==> config.mk <==
export PLATFORM = sky130hd
export DESIGN_NAME = pllc_top
export DESIGN_NICKNAME = d
export VERILOG_FILES = /design/src/rtl/pllc_pkg.sv /design/src/rtl/pllc_ratio_if.sv /design/src/rtl/pllc_ratio.sv /design/src/rtl/pllc_top.sv
export SDC_FILE = /design/constraint.sdc
export NUM_CORES = 1
export LEC_CHECK = 0
export BUFFER_PORTS_ARGS = -buffer_cell sky130_fd_sc_hd__buf_2
export CAP_MARGIN = 10
export CORE_UTILIZATION = 30
export DETAILED_ROUTE_END_ITERATION = 10
export GPL_TIMING_DRIVEN = 0
export PLACE_DENSITY = 0.57
export SETUP_SLACK_MARGIN = 0.1
export SLEW_MARGIN = 20
export SYNTH_ARGS = -nofsm -noshare
export SYNTH_HDL_FRONTEND = slang
export SYNTH_SLANG_ARGS = --single-unit
export TNS_END_PERCENT = 100
==> constraint.sdc <==
create_clock -name hclk -period 4.1 [get_ports hclk]
set_clock_uncertainty 0.2 [all_clocks]
set_input_delay 0.82 -clock hclk [delete_from_list [all_inputs] [get_ports hclk]]
set_output_delay 0.82 -clock hclk [all_outputs]
set_load 0.1 [all_outputs]
==> src/rtl/pllc_pkg.sv <==
// Purpose: Shared constants for the PLL configuration register block
// Assumes: 32-bit AHB-Lite register bus, word aligned registers
// Notes: Status register layout is local to this block
package pllc_pkg;
    // Register byte offsets
    localparam logic [11:0] ADDR_CTRL = 12'h004;
    localparam logic [11:0] ADDR_STAT = 12'h008;
    localparam int ADDR_W = 12;

    // Control register fields
    localparam int EN_BIT = 15;
    localparam int REF_LSB = 12;
    localparam int REF_MSB = 13;
    localparam int FRONT_BIT = 8;
    localparam int POST_LSB = 5;
    localparam int POST_MSB = 7;
    localparam int MULT_LSB = 0;
    localparam int MULT_MSB = 4;
    localparam logic [31:0] CTRL_WMASK = 32'h0000_B1FF;

    // Control reset values
    localparam logic RST_EN = 1'b0;
    localparam logic [1:0] RST_REF = 2'h0;
    localparam logic RST_FRONT = 1'b0;
    localparam logic [2:0] RST_POST = 3'h3;
    localparam logic [4:0] RST_MULT = 5'h03;
    localparam logic [31:0] CTRL_RESET = 32'h0000_0063;

    // Reference select codes
    localparam logic [1:0] REF_INTERNAL_RC = 2'h0;
    localparam logic [1:0] REF_EXTERNAL_XTAL = 2'h1;

    // Status register fields
    localparam int LOCK_BIT = 6;
    localparam int CHOICE_LSB = 8;
    localparam int CURRENT_LSB = 12;

    // System clock code that names the PLL output
    localparam logic [2:0] SYSCLK_PLL = 3'h4;
endpackage : pllc_pkg

==> src/rtl/pllc_ratio_if.sv <==
// Purpose: Carries divider fields to the ratio decoder and ratios back
// Assumes: Single clock domain, purely combinational path
// Notes: None
`timescale 1ns/1ps
interface pllc_ratio_if;
    logic front_sel;
    logic [2:0] post_sel;
    logic [4:0] mult_sel;
    logic [1:0] front_ratio;
    logic [3:0] post_ratio;
    logic [4:0] mult_factor;

    modport src (
        output front_sel,
        output post_sel,
        output mult_sel,
        input front_ratio,
        input post_ratio,
        input mult_factor
    );
    modport calc (
        input front_sel,
        input post_sel,
        input mult_sel,
        output front_ratio,
        output post_ratio,
        output mult_factor
    );
endinterface : pllc_ratio_if

==> src/rtl/pllc_ratio.sv <==
// Purpose: Decodes divider fields into numeric division and multiply ratios
// Assumes: Reserved codes pass through unchanged, no clamping
// Notes: Fvco = Fin / front * mult, Fout = Fvco / post
`timescale 1ns/1ps
module pllc_ratio (
    pllc_ratio_if.calc r
);
    always_comb begin
        r.front_ratio = r.front_sel ? 2'h2 : 2'h1;
        r.post_ratio = {r.post_sel, 1'b0};
        r.mult_factor = r.mult_sel;
    end
endmodule : pllc_ratio

==> src/rtl/pllc_top.sv <==
// Purpose: PLL control register with disable protection, AHB-Lite slave
// Assumes: Clock switch logic runs on hclk; lock input is asynchronous
// Notes: Zero wait state slave, always OKAY
// Functional notes
// - A write's clearing of the enable bit is ignored, other fields still update, while the PLL is, or is chosen to be, sysclk.
// - Bit 15 enables the PLL when 1 and disables it when 0, and resets to 0.
// - Bits 13:12 pick the reference, 00 internal RC and 01 external crystal, reset 00.
// - Bit 8 sets the front ratio to 1 when 0 and 2 when 1, reset 0.
// - Bits 7:5 set the post ratio to twice the code, reset 011.
// - Bits 4:0 hold the feedback factor directly, reset 3.
// - A read-only flag shows 0 while the loop is unlocked and 1 once locked.
// - Clock code 100 in choice or current status names the PLL as system clock.
`timescale 1ns/1ps
module pllc_top (
    // Clock and reset
    input wire logic hclk,
    input wire logic hresetn,
    // AHB-Lite slave
    input wire logic hsel,
    input wire logic [31:0] haddr,
    input wire logic [1:0] htrans,
    input wire logic hwrite,
    input wire logic [2:0] hsize,
    input wire logic hready,
    input wire logic [31:0] hwdata,
    output logic [31:0] hrdata,
    output logic hreadyout,
    output logic hresp,
    // System clock switch state
    input wire logic [2:0] system_clock_choice,
    input wire logic [2:0] system_clock_current,
    // Analog PLL
    input wire logic pll_lock_in,
    output logic pll_enable_bit,
    output logic [1:0] pll_reference_select,
    output logic front_divide_select,
    output logic [2:0] post_divide_select,
    output logic [4:0] feedback_multiply_select,
    // Decoded ratios and status
    output logic [1:0] front_ratio,
    output logic [3:0] post_ratio,
    output logic [4:0] feedback_factor,
    output logic pll_lock_flag
);
    logic [31:0] ctrl_reg;
    logic [31:0] ctrl_next;
    logic wr_pend_reg;
    logic [pllc_pkg::ADDR_W-1:0] wr_addr_reg;
    logic lock_s1_reg;
    logic lock_s2_reg;
    logic pll_protected;
    logic addr_phase;
    logic ctrl_wr;
    logic [31:0] stat_value;
    logic [31:0] read_value;

    pllc_ratio_if rif ();

    pllc_ratio u_ratio (
        .r(rif)
    );

    assign addr_phase = hsel && htrans[1] && hready;
    assign ctrl_wr = wr_pend_reg && (wr_addr_reg == pllc_pkg::ADDR_CTRL);
    assign pll_protected = (system_clock_choice == pllc_pkg::SYSCLK_PLL) ||
                           (system_clock_current == pllc_pkg::SYSCLK_PLL);

    // Write data arrives one cycle after the address; next value is used for
    // the read mux too, so a read right behind a write sees the new value.
    always_comb begin
        ctrl_next = ctrl_reg;
        if (ctrl_wr) begin
            ctrl_next = hwdata & pllc_pkg::CTRL_WMASK;
            if (pll_protected && ctrl_reg[pllc_pkg::EN_BIT]) begin
                ctrl_next[pllc_pkg::EN_BIT] = 1'b1;
            end
        end
    end

    assign rif.front_sel = ctrl_next[pllc_pkg::FRONT_BIT];
    assign rif.post_sel = ctrl_next[pllc_pkg::POST_MSB:pllc_pkg::POST_LSB];
    assign rif.mult_sel = ctrl_next[pllc_pkg::MULT_MSB:pllc_pkg::MULT_LSB];

    always_comb begin
        stat_value = 32'h0000_0000;
        stat_value[pllc_pkg::LOCK_BIT] = lock_s2_reg;
        stat_value[pllc_pkg::CHOICE_LSB +: 3] = system_clock_choice;
        stat_value[pllc_pkg::CURRENT_LSB +: 3] = system_clock_current;
    end

    always_comb begin
        case (haddr[pllc_pkg::ADDR_W-1:0])
            pllc_pkg::ADDR_CTRL: read_value = ctrl_next;
            pllc_pkg::ADDR_STAT: read_value = stat_value;
            default: read_value = 32'h0000_0000;
        endcase
    end

    // Bus address phase capture
    always_ff @(posedge hclk or negedge hresetn) begin
        if (!hresetn) begin
            wr_pend_reg <= 1'b0;
            wr_addr_reg <= '0;
        end else begin
            wr_pend_reg <= addr_phase && hwrite;
            wr_addr_reg <= haddr[pllc_pkg::ADDR_W-1:0];
        end
    end

    // Bus response; hsize is not checked, only word access is supported
    always_ff @(posedge hclk or negedge hresetn) begin
        if (!hresetn) begin
            hrdata <= 32'h0000_0000;
            hreadyout <= 1'b1;
            hresp <= 1'b0;
        end else begin
            hreadyout <= 1'b1;
            hresp <= 1'b0;
            if (addr_phase && !hwrite) begin
                hrdata <= read_value;
            end
        end
    end

    // Control register
    always_ff @(posedge hclk or negedge hresetn) begin
        if (!hresetn) begin
            ctrl_reg <= pllc_pkg::CTRL_RESET;
        end else begin
            ctrl_reg <= ctrl_next;
        end
    end

    // Field outputs and ratios registered from the same next value
    always_ff @(posedge hclk or negedge hresetn) begin
        if (!hresetn) begin
            pll_enable_bit <= pllc_pkg::RST_EN;
            pll_reference_select <= pllc_pkg::RST_REF;
            front_divide_select <= pllc_pkg::RST_FRONT;
            post_divide_select <= pllc_pkg::RST_POST;
            feedback_multiply_select <= pllc_pkg::RST_MULT;
            front_ratio <= 2'h1;
            post_ratio <= 4'h6;
            feedback_factor <= pllc_pkg::RST_MULT;
        end else begin
            pll_enable_bit <= ctrl_next[pllc_pkg::EN_BIT];
            pll_reference_select <= ctrl_next[pllc_pkg::REF_MSB:pllc_pkg::REF_LSB];
            front_divide_select <= rif.front_sel;
            post_divide_select <= rif.post_sel;
            feedback_multiply_select <= rif.mult_sel;
            front_ratio <= rif.front_ratio;
            post_ratio <= rif.post_ratio;
            feedback_factor <= rif.mult_factor;
        end
    end

    // Lock input comes from the analog loop, so it is synchronised first
    always_ff @(posedge hclk or negedge hresetn) begin
        if (!hresetn) begin
            lock_s1_reg <= 1'b0;
            lock_s2_reg <= 1'b0;
            pll_lock_flag <= 1'b0;
        end else begin
            lock_s1_reg <= pll_lock_in;
            lock_s2_reg <= lock_s1_reg;
            pll_lock_flag <= lock_s2_reg;
        end
    end
endmodule : pllc_top

* Word-level counts from Yosys, hierarchy flattened
Index checks and enable logic that the tools add are counted.
** Cells by class
- Eq/ne operators :: 5
- Multiplexer cells :: 4
- Reductions and logical operators :: 8
** Operators with widths (number)
- case mux 32 bit (2 select lines) :: 1
- two-way mux 32 bit :: 1
- == test 12 x 3 -> 1 bit, second input constant :: 2
- == test 12 x 4 -> 1 bit, second input constant :: 1
- == test 3 bit, second input constant :: 2
- logical AND 1 bit :: 6
- two-way mux 2 bit :: 1
- logical NOT 1 bit :: 1
- logical OR 1 bit :: 1
- two-way mux 1 bit :: 1
** Storage, ports and cells
- Flip-flop bits (word level) :: 94
- Input port bits :: 81
- Output and inout port bits :: 58
- Word-level logic and storage cells :: 30

* Depth between registers and ports, before layout
Gate-level depths: netlist of the first run.
- Word-level depth :: 6
- Mapped depth :: 5
- Gate-level depth less buffers :: 4

* Cells and area by module
Synthesis of the first run repeated with hierarchy kept, for this count alone.
** Second synthesis, totals
- Cells, all modules :: 221
- Area, all modules :: 3253.1 µm²
** By module, submodules not included
- pllc_top :: instances 1, cells each 209, area an instance 3170.5 µm², sequential area each 2288.4 µm²
- pllc_ratio :: instances 1, cells each 12, area an instance 82.6 µm², sequential area each 0.0 µm²

* Worst setup path before layout of the first run
Ideal clock, no wire load.
- Path kind :: input -> register
- Start point :: in haddr[0]
- End point :: reg hrdata[15]
- Setup time :: 0.078 ns
- Arrival :: 2.198 ns
- Required time :: 3.822 ns
- Setup slack :: 1.624 ns
- Stages :: 4
- Buffers on the path :: 0
- Cell sequence :: or4_4 -> or4_4 -> o31a_1 -> o21ai_1
** On the way
- Cells in the longest elaborated chain, start to end :: 2
- Elaborated cells between the ends (all ways) :: 3
- Classes of those cells :: eq/ne (2); mux (1)
** RTL lines
- from (decl) :: line pllc_top.sv:20 : input wire logic [31:0] haddr,
- == test 12 x 4 -> 1 bit or == test 12 x 3 -> 1 bit (tied branches) :: line pllc_top.sv:92 : case (haddr[pllc_pkg::ADDR_W-1:0])
- case mux 32 bit (2 select lines) (*) :: line pllc_top.sv:92
- to (signal assigned) :: line pllc_top.sv:120 : hrdata <= read_value;
- to (decl) :: line pllc_top.sv:26 : output logic [31:0] hrdata,
Mark *: on every way between the ends. The rest lies on a longest branch, timed or not.
A chain may end at the register's enable or synchronous reset.

==> results of run 1 <==
[per-stage QoR]
step                      worst slack [ns]  hold WS (ns)  std cells
after floorplan                       1.62         0.131        211
after global placement                1.34         0.133        435
after detailed placement              1.32         0.161        436
after CTS                             1.66         0.181        452
after global routing                  1.55         0.182        452
final                                 1.68         0.169        452
[cell type report]
type	count	area [µm²]	share of cell area
flip-flops and latches	81	2030	0.526
repair buffers	92	478	0.124
clock inverters	6	72.6	0.0188
well taps	133	166	0.0430
clock buffers	10	138	0.0356
plain buffers	31	204	0.0528
inverters	2	7.51	0.00194
multi-input cells	97	767	0.198
[power groups by stage]
stage	Sequential (µW)	Clock [µW]	Combinational (µW)
floorplan	851	0	115
global placement	836	0	181
detailed placement	837	0	185
CTS	821	626	185
global route	822	659	194
finish	821	605	182
[cells in the mapped netlist, types with 2 or more instances]
master / instances / area, µm²
dfrtp_1: 76 / 1900
a22o_1: 28 / 245
buf_4: 22 / 165
and2_1: 20 / 125
mux2_2: 10 / 113
nand2_1: 7 / 26.3
clkbuf_1: 5 / 18.8
dfstp_2: 5 / 131
buf_2: 4 / 20.0
a21o_1: 3 / 22.5
a32oi_1: 3 / 26.3
nor2_1: 3 / 11.3
o21ai_0: 3 / 15.0
or4_4: 3 / 33.8
conb_1: 2 / 7.51
inv_1: 2 / 7.51
[worst max path at each step]
stage	slack (ns)	cells after the start	end
finish	1.68	2	post_ratio[2]
detailed placement	1.32	6	hrdata[9]
floorplan	1.62	4	hrdata[15]
CTS	1.66	2	post_ratio[2]
global route	1.55	5	hrdata[8]
global placement	1.34	6	hrdata[9]
[metal layers]
| layer | GRT usage | wire [µm] | vias up |
|---|---|---|---|
| met5 | 0 | 0 | - |
| met4 | 0.0758 | 157 | 0 |
| met3 | 0.0260 | 264 | 13 |
| met2 | 0.214 | 3000 | 59 |
| met1 | 0.178 | 3080 | 959 |
| li1 | - | - | 921 |
[cell families (layout without fill, tap and decap cells)]
logic type | Yosys count | count (layout) | synth area share
AO/OA/AOI/OAI | 40 | 40 | 0.110
AND/OR/NAND/NOR | 43 | 43 | 0.101
buffers and inverters | 33 | 141 | 0.0703
other | 2 | 3 | 0.00250
multiplexers | 11 | 11 | 0.0408
flip-flops | 81 | 81 | 0.676
==> flow_summary_export.csv, run 1 <==
group,metric,value,unit
sta,hold_violations,0,
setup_path,cp-end-kind,"output pin",
routing,ant_nets,0,
synth,netlist_area,3010,µm²
min_path,hold_start,"lock_s1_reg",
clock_network,cts.sinks,81,
layout,largest_reg_flops,32,
power_and_ir_drop,p_int,1160,µW
synth,syn_area_per_cell,14.3,µm²
place,placed_area,3660,µm²
power_and_ir_drop,pwr-share-clk,0.376,
floorplan,rows,36,
sta,worstMarginPinSlew,0.566,ns
layout,antennaDiodeCount,0,
min_path,whs_path_depth,0,
floorplan,die_width,102,µm
sta,setup_tns,0,ns
global_route,grt_use_total,0.136,
global_route,grt_overflow_total,0,
clock_network,cts_hold_buf,0,
power_and_ir_drop,peakVddDrop,201,µV
setup_path,slowest_stage,"dfstp_2",
sta,fmax,0.414,GHz
floorplan,die_area,10400,µm²
routing,drc_errors,0,
setup_path,cp.required,3.08,ns
outcome,status,"finished, final reports clean",
global_route,grt_start_max_net_pins,43,
sta,fin_crit,2.42,ns
place,numPortBuffers,91,
layout,area_growth_syn_to_layout,28.5,%
layout,nets,395,
routing,vias_per_cell,4.32,
synth,synth_edf_count,0,
power_and_ir_drop,power_frac_seq,0.510,
global_route,grt_pass1_wl,10400,µm
synth,synthFlopType,"dfrtp_1",
sta,finalMaxSlewViolations,0,
setup_path,crit_chain,"buf_4, buf_2",
clock_network,htreeDepth,3,
setup_path,crit_family,"flip-flops",
setup_path,worstSetupPathType,"reg2out",
power_and_ir_drop,combPwrFrac,0.113,
clock_network,cts_tree,"yes",
clock_network,cts_made_buffers,9,
setup_path,slowest_delay,0.55,ns
clock_network,cts_resized,0,
clock_network,cts_setup_buffers,0,
setup_path,cp-start-kind,"flip-flop",
setup_path,r2r_slack,1.72,ns
min_path,hold_path_end,"lock_s2_reg",
clock_network,path_clk_slew,0.09,ns
power_and_ir_drop,power,1610,µW
layout,final_common_cell,"buf_2",
power_and_ir_drop,cellPowerDensity,416,nW/µm²
synth,synthDistinctLibCells,30,
clock_network,cts_root_buffer,"clkbuf_8",
setup_path,startpoint,"ctrl_reg[6]",
layout,nFillCells,953,
setup_path,reg2reg_depth,5,
routing,wirelength,6500,µm
power_and_ir_drop,power.switching,446,µW
sta,fin_crit_sh,0.590,
routing,dr.pass1.iters,4,
sta,setup_viol_count_final,0,
synth,synth_seq_area_share,0.676,
synth,async_flop_share,1.00,
layout,utilization,0.397,
run,cap_violations,0,
layout,drive_gt1_frac,0.489,
routing,vias,1952,
place,gp_congestion,0.766,
floorplan,initial_utilization,0.309,
clock_network,clk_latency,0.34,ns
power_and_ir_drop,power_leakage,0.00206,µW
synth,synth_seq_cells,81,
global_route,antenna_found_initial,0,
floorplan,fp.dieH,102,µm
setup_path,r2r-start,"wr_addr_reg[5]",
power_and_ir_drop,switching_share,0.277,
routing,wl_per_cell,14.4,µm
floorplan,io_pins,139,
setup_path,cp_num_buf_inv,2,
sta,maxSlewHeadroom,0.622,
layout,layout_common_cells,"buf_2, dfrtp_1, a22o_1",
synth,netlist_instances,210,
clock_network,cts_buffer_depth,2,
routing,drtIter0Drc,35,
floorplan,core_area,9730,µm²
min_path,hp-class,"reg2reg",
setup_path,critPathArrivalTime,1.40,ns
layout,fin_area,3870,µm²
setup_path,r2r_end,"hrdata[13]",
sta,rsz0062_at_grt,"false",
global_route,grt_pass1_vias,1997,
synth,ys_warn_count,0,
place,dp_hpwl,4700,µm
setup_path,cp_max_fo,3,
Power figures use the tool's default switching activity.
==> run 2: changes to the inputs <==
==> constraint.sdc (replaced) <==
create_clock -name hclk -period 2.4 [get_ports hclk]
set_clock_uncertainty 0.2 [all_clocks]
set_input_delay 0.48 -clock hclk [delete_from_list [all_inputs] [get_ports hclk]]
set_output_delay 0.48 -clock hclk [all_outputs]
set_load 0.1 [all_outputs]
==> flow_summary_export.csv, run 2 (synthesis gave the netlist of run 1 again) <==
group,metric,value,unit
layout,fin_cells,454,
routing,vias,1956,
setup_path,reg2reg_depth,5,
power_and_ir_drop,power_frac_seq,0.510,
setup_path,worstSetupPathType,"reg2reg",
routing,drtIter0Drc,33,
layout,utilization,0.399,
sta,rsz0062_at_grt,"false",
setup_path,cp-start-kind,"flip-flop",
layout,drive_gt1_frac,0.489,
clock_network,cts_resized,0,
place,gp_congestion,0.766,
routing,dr.pass1.iters,4,
setup_path,critPathArrivalTime,2.15,ns
layout,area_growth_syn_to_layout,29.1,%
power_and_ir_drop,switching_share,0.277,
power_and_ir_drop,p_int,1990,µW
power_and_ir_drop,power,2750,µW
floorplan,core_area,9730,µm²
layout,seq_area,2030,µm²
sta,worstMarginPinSlew,0.566,ns
clock_network,clk_latency,0.34,ns
floorplan,initial_utilization,0.309,
sta,fmax,0.473,GHz
clock_network,htreeDepth,3,
setup_path,cp_max_fo,10,
clock_network,cts_buffer_depth,2,
place,dp.cells,436,
run,cap_violations,0,
power_and_ir_drop,combPwrFrac,0.114,
setup_path,cp-end-kind,"flip-flop",
floorplan,io_pins,139,
power_and_ir_drop,pwr-share-clk,0.376,
power_and_ir_drop,cellPowerDensity,708,nW/µm²
sta,finalMaxSlewViolations,0,
sta,fin_crit_sh,0.880,
global_route,grt_pass1_vias,1996,
outcome,status,"finished, final reports clean",
clock_network,cts.sinks,81,
power_and_ir_drop,peakVddDrop,343,µV
routing,wl_per_cell,14.3,µm
clock_network,cts_tree,"yes",
layout,antennaDiodeCount,0,
layout,nets,397,
setup_path,r2r_slack,0.29,ns
min_path,hp-class,"in2reg",
global_route,grt_pass1_wl,10400,µm
place,dp_hpwl,4700,µm
floorplan,die_width,102,µm
power_and_ir_drop,power.switching,762,µW
clock_network,cts_root_buffer,"clkbuf_8",
setup_path,startpoint,"wr_addr_reg[5]",
floorplan,die_area,10400,µm²
global_route,antenna_found_initial,0,
floorplan,rows,36,
routing,vias_per_cell,4.31,
layout,nFillCells,953,
setup_path,r2r-start,"wr_addr_reg[5]",
sta,hold_violations,0,
setup_path,cp.required,2.44,ns
layout,final_common_cell,"buf_2",
setup_path,cp-endpoint,"hrdata[13]",
power_and_ir_drop,power_leakage,0.00207,µW
layout,layout_common_cells,"buf_2, dfrtp_1, a22o_1",
sta,fin_crit,2.11,ns
sta,setup_viol_count_final,0,
global_route,grt_use_total,0.136,
routing,drc_errors,0,
place,numPortBuffers,91,
min_path,hold_start,"pll_lock_in",
layout,multi_input_area,767,µm²
clock_network,cts_made_buffers,9,
floorplan,fp.dieH,102,µm
global_route,grt_start_max_net_pins,43,
layout,largest_reg_flops,32,
routing,ant_nets,0,
routing,wirelength,6510,µm
setup_path,r2r_end,"hrdata[13]",
clock_network,path_clk_slew,0.09,ns
sta,maxSlewHeadroom,0.622,
global_route,grt_overflow_total,0,
## run 2: cell count changes in the layout (fill, tap and decap cells not counted), sizes merged
cell / delta
buf: +1
dlygate4sd3: +1
## run 2: power by group through the flow
stage          clock network (µW)  logic [µW]  registers [µW]
2_1_floorplan                   0         197            1450
6_report                     1030         313            1400
4_1_cts                      1070         317            1400
5_1_grt                      1130         332            1410
3_3_place_gp                    0         309            1430
3_5_place_dp                    0         316            1430
## run 2: layout make-up
class,count,share of cell area
buffer,31,0.0525
clock buffer,10,0.0354
clock inverter,6,0.0187
inverter,2,0.00193
multi-input combinational,97,0.197
sequential,81,0.524
tap,133,0.0428
timing repair buffer,94,0.128
## run 2: critical path, cell delays in order (launching register included)
cell     delay (ns)
dfrtp_1        0.37
nor4_1         0.46
nand4_2        0.21
buf_2          0.26
mux2_2         0.33
a21o_1         0.16
## run 2: worst min path at each step
| stage | to | slack [ns] | cells after the start |
|---|---|---|---|
| 6_report | lock_s1_reg | 0.04 | 1 |
| 3_3_place_gp | lock_s2_reg | 0.13 | 0 |
| 5_1_grt | lock_s1_reg | 0.01 | 1 |
| 4_1_cts | lock_s1_reg | 0.02 | 1 |
| 2_1_floorplan | ctrl_reg[10] | -0.02 | 0 |
| 3_5_place_dp | lock_s2_reg | 0.16 | 0 |
## run 2: routing by layer
layer  track usage  wire length, µm  vias up
met5             0                0        -
met4        0.0758              157        0
met3        0.0260              264       13
met2         0.214             3010       59
met1         0.178             3080      959
li1              -                -      925
## run 2: what timing repair did
item,CTS,global route
setup endpoints to repair,22,0
hold buffers,1,0
buffers inserted,1,0
endpoints found under the hold margin,35,0
## run 2: metrics by stage
stage / instance area [µm²] / TNS (ns) / hold WS, ns / setup slack [ns]
floorplan: 3010 / 0 / -0.0156 / 0.264
global placement: 3630 / -0.0408 / 0.133 / -0.0210
detailed placement: 3660 / -0.0669 / 0.161 / -0.0359
CTS: 3880 / 0 / 0.0181 / 0.276
global route: 3880 / 0 / 0.00953 / 0.116
finish: 3880 / 0 / 0.0386 / 0.288
==> run 3: changes to the inputs <==
--- a/config.mk
+++ b/config.mk
@@ -5,14 +5,15 @@
 export SDC_FILE = /design/constraint.sdc
 export NUM_CORES = 1
 export LEC_CHECK = 0
+export ABC_AREA = 0
 export BUFFER_PORTS_ARGS = -buffer_cell sky130_fd_sc_hd__buf_2
 export CAP_MARGIN = 10
+export CORE_MARGIN = 2
 export CORE_UTILIZATION = 30
 export DETAILED_ROUTE_END_ITERATION = 10
 export GPL_TIMING_DRIVEN = 0
 export PLACE_DENSITY = 0.57
 export SETUP_SLACK_MARGIN = 0.1
-export SLEW_MARGIN = 20
 export SYNTH_ARGS = -nofsm -noshare
 export SYNTH_HDL_FRONTEND = slang
 export SYNTH_SLANG_ARGS = --single-unit
==> flow_summary_export.csv, run 3 (synthesis gave the netlist of run 1 again) <==
group,metric,value,unit
outcome,status,"finished, final reports clean",
clock_network,cts_made_buffers,9,
setup_path,cp-end-kind,"output pin",
place,gp_congestion,0.707,
clock_network,cts_resized,0,
setup_path,r2r-start,"wr_addr_reg[5]",
routing,wl_per_cell,14.0,µm
routing,wirelength,6340,µm
sta,fin_crit_sh,0.865,
global_route,antenna_found_initial,0,
min_path,whs_path_depth,1,
floorplan,initial_utilization,0.308,
power_and_ir_drop,peakVddDrop,309,µV
layout,nets,397,
routing,dr.pass1.iters,4,
setup_path,r2r_end,"hrdata[13]",
sta,holdWs,0.0412,ns
min_path,hp-class,"in2reg",
clock_network,cts_tree,"yes",
sta,maxSlewHeadroom,0.655,
floorplan,die_area,10800,µm²
run,cap_violations,0,
global_route,grt_pass1_wl,10400,µm
min_path,hold_path_end,"lock_s1_reg",
clock_network,clk_latency,0.34,ns
floorplan,die_width,104,µm
floorplan,io_pins,139,
place,dp.cells,436,
sta,setup_ws,0.324,ns
sta,hold_violations,0,
place,dp_hpwl,4530,µm
layout,fin_cells,454,
layout,drive_gt1_frac,0.489,
floorplan,fp.dieH,104,µm
setup_path,cp-start-kind,"flip-flop",
place,numPortBuffers,91,
layout,final_common_cell,"buf_2",
sta,finalMaxSlewViolations,0,
clock_network,cts_buffer_depth,2,
sta,worstMarginPinSlew,0.518,ns
clock_network,cts.sinks,81,
layout,antennaDiodeCount,0,
routing,vias,1932,
global_route,grt_start_max_net_pins,72,
power_and_ir_drop,power_leakage,0.00208,µW
global_route,grt_use_total,0.126,
sta,fin_crit,2.08,ns
routing,ant_nets,0,
setup_path,critPathArrivalTime,1.40,ns
setup_path,cp.required,1.72,ns
global_route,grt_pass1_vias,1951,
sta,setup_viol_count_final,0,
sta,fmax,0.482,GHz
clock_network,cts_root_buffer,"clkbuf_8",
routing,vias_per_cell,4.26,
floorplan,rows,36,
min_path,hold_start,"pll_lock_in",
routing,drc_errors,0,
sta,rsz0062_at_grt,"false",
global_route,grt_overflow_total,0,
setup_path,worstSetupPathType,"reg2out",
power_and_ir_drop,cellPowerDensity,723,nW/µm²
setup_path,reg2reg_depth,5,
floorplan,core_area,9770,µm²
layout,area_growth_syn_to_layout,30.0,%
routing,drtIter0Drc,66,
clock_network,path_clk_slew,0.08,ns
layout,largest_reg_flops,32,
clock_network,htreeDepth,3,
layout,layout_common_cells,"buf_2, dfrtp_1, a22o_1",
setup_path,r2r_slack,0.33,ns
setup_path,cp_max_fo,3,
place,place_ws,-0.0536,ns
-- run 3: layout make-up --
cell class / instances / area [µm²]
clock buffer: 11 / 151
fill: 965 / 5860
timing repair buffer: 94 / 503
buffer: 31 / 204
sequential: 81 / 2030
clock inverter: 5 / 77.6
tap: 133 / 166
inverter: 2 / 7.51
multi-input combinational: 97 / 767
-- run 3: repair_timing --
action | 4_1_cts | 5_1_grt
endpoints found under the hold margin | 10 | 0
endpoints found under the setup margin | 6 | 0
buffers inserted | 1 | 0
hold buffers | 1 | 0
-- run 3: worst max-delay path, cell delays in order (launching register included) --
cell	delay, ns
dfstp_2	0.54
buf_4	0.10
buf_2	0.41
-- run 3: worst max-delay path by stage --
stage / startpoint / end / slack [ns] / depth (start not counted)
2_1_floorplan: haddr[0] / hrdata[15] / 0.26 / 4
3_5_place_dp: hwrite / hrdata[14] / -0.05 / 6
4_1_cts: ctrl_reg[6] / post_divide_select[1] / 0.30 / 2
3_3_place_gp: hwrite / hrdata[9] / -0.05 / 6
6_report: ctrl_reg[6] / post_divide_select[1] / 0.32 / 2
5_1_grt: wr_addr_reg[5] / ctrl_reg[15] / 0.11 / 5
-- run 3: metal layers --
metal / part of all wire / up-vias / track usage / wire (µm)
met2: 0.45 / 58 / 0.187 / 2880
li1: - / 934 / - / -
met3: 0.047 / 8 / 0.0288 / 300
met5: 0 / - / 0 / 0
met1: 0.48 / 932 / 0.174 / 3030
met4: 0.021 / 0 / 0.0608 / 134
-- run 3: report_power, final --
part	leakage (µW)	switching [µW]	internal, µW	total (µW)
combinational	0.000908	239	75.1	314
sequential	0.00106	10.5	1390	1400
clock	0.000115	470	639	1110
total	0.00208	720	2110	2830
-- run 3: metrics by stage --
stage               power (µW)  utilization  TNS, ns  cell area (µm²)
floorplan                 1650            -        0             3010
global placement          1740        0.372   -0.139             3630
detailed placement        1750        0.375   -0.141             3660
CTS                       2870        0.400        0             3910
global route              2940        0.400        0             3910
finish                    2830        0.400        0             3910
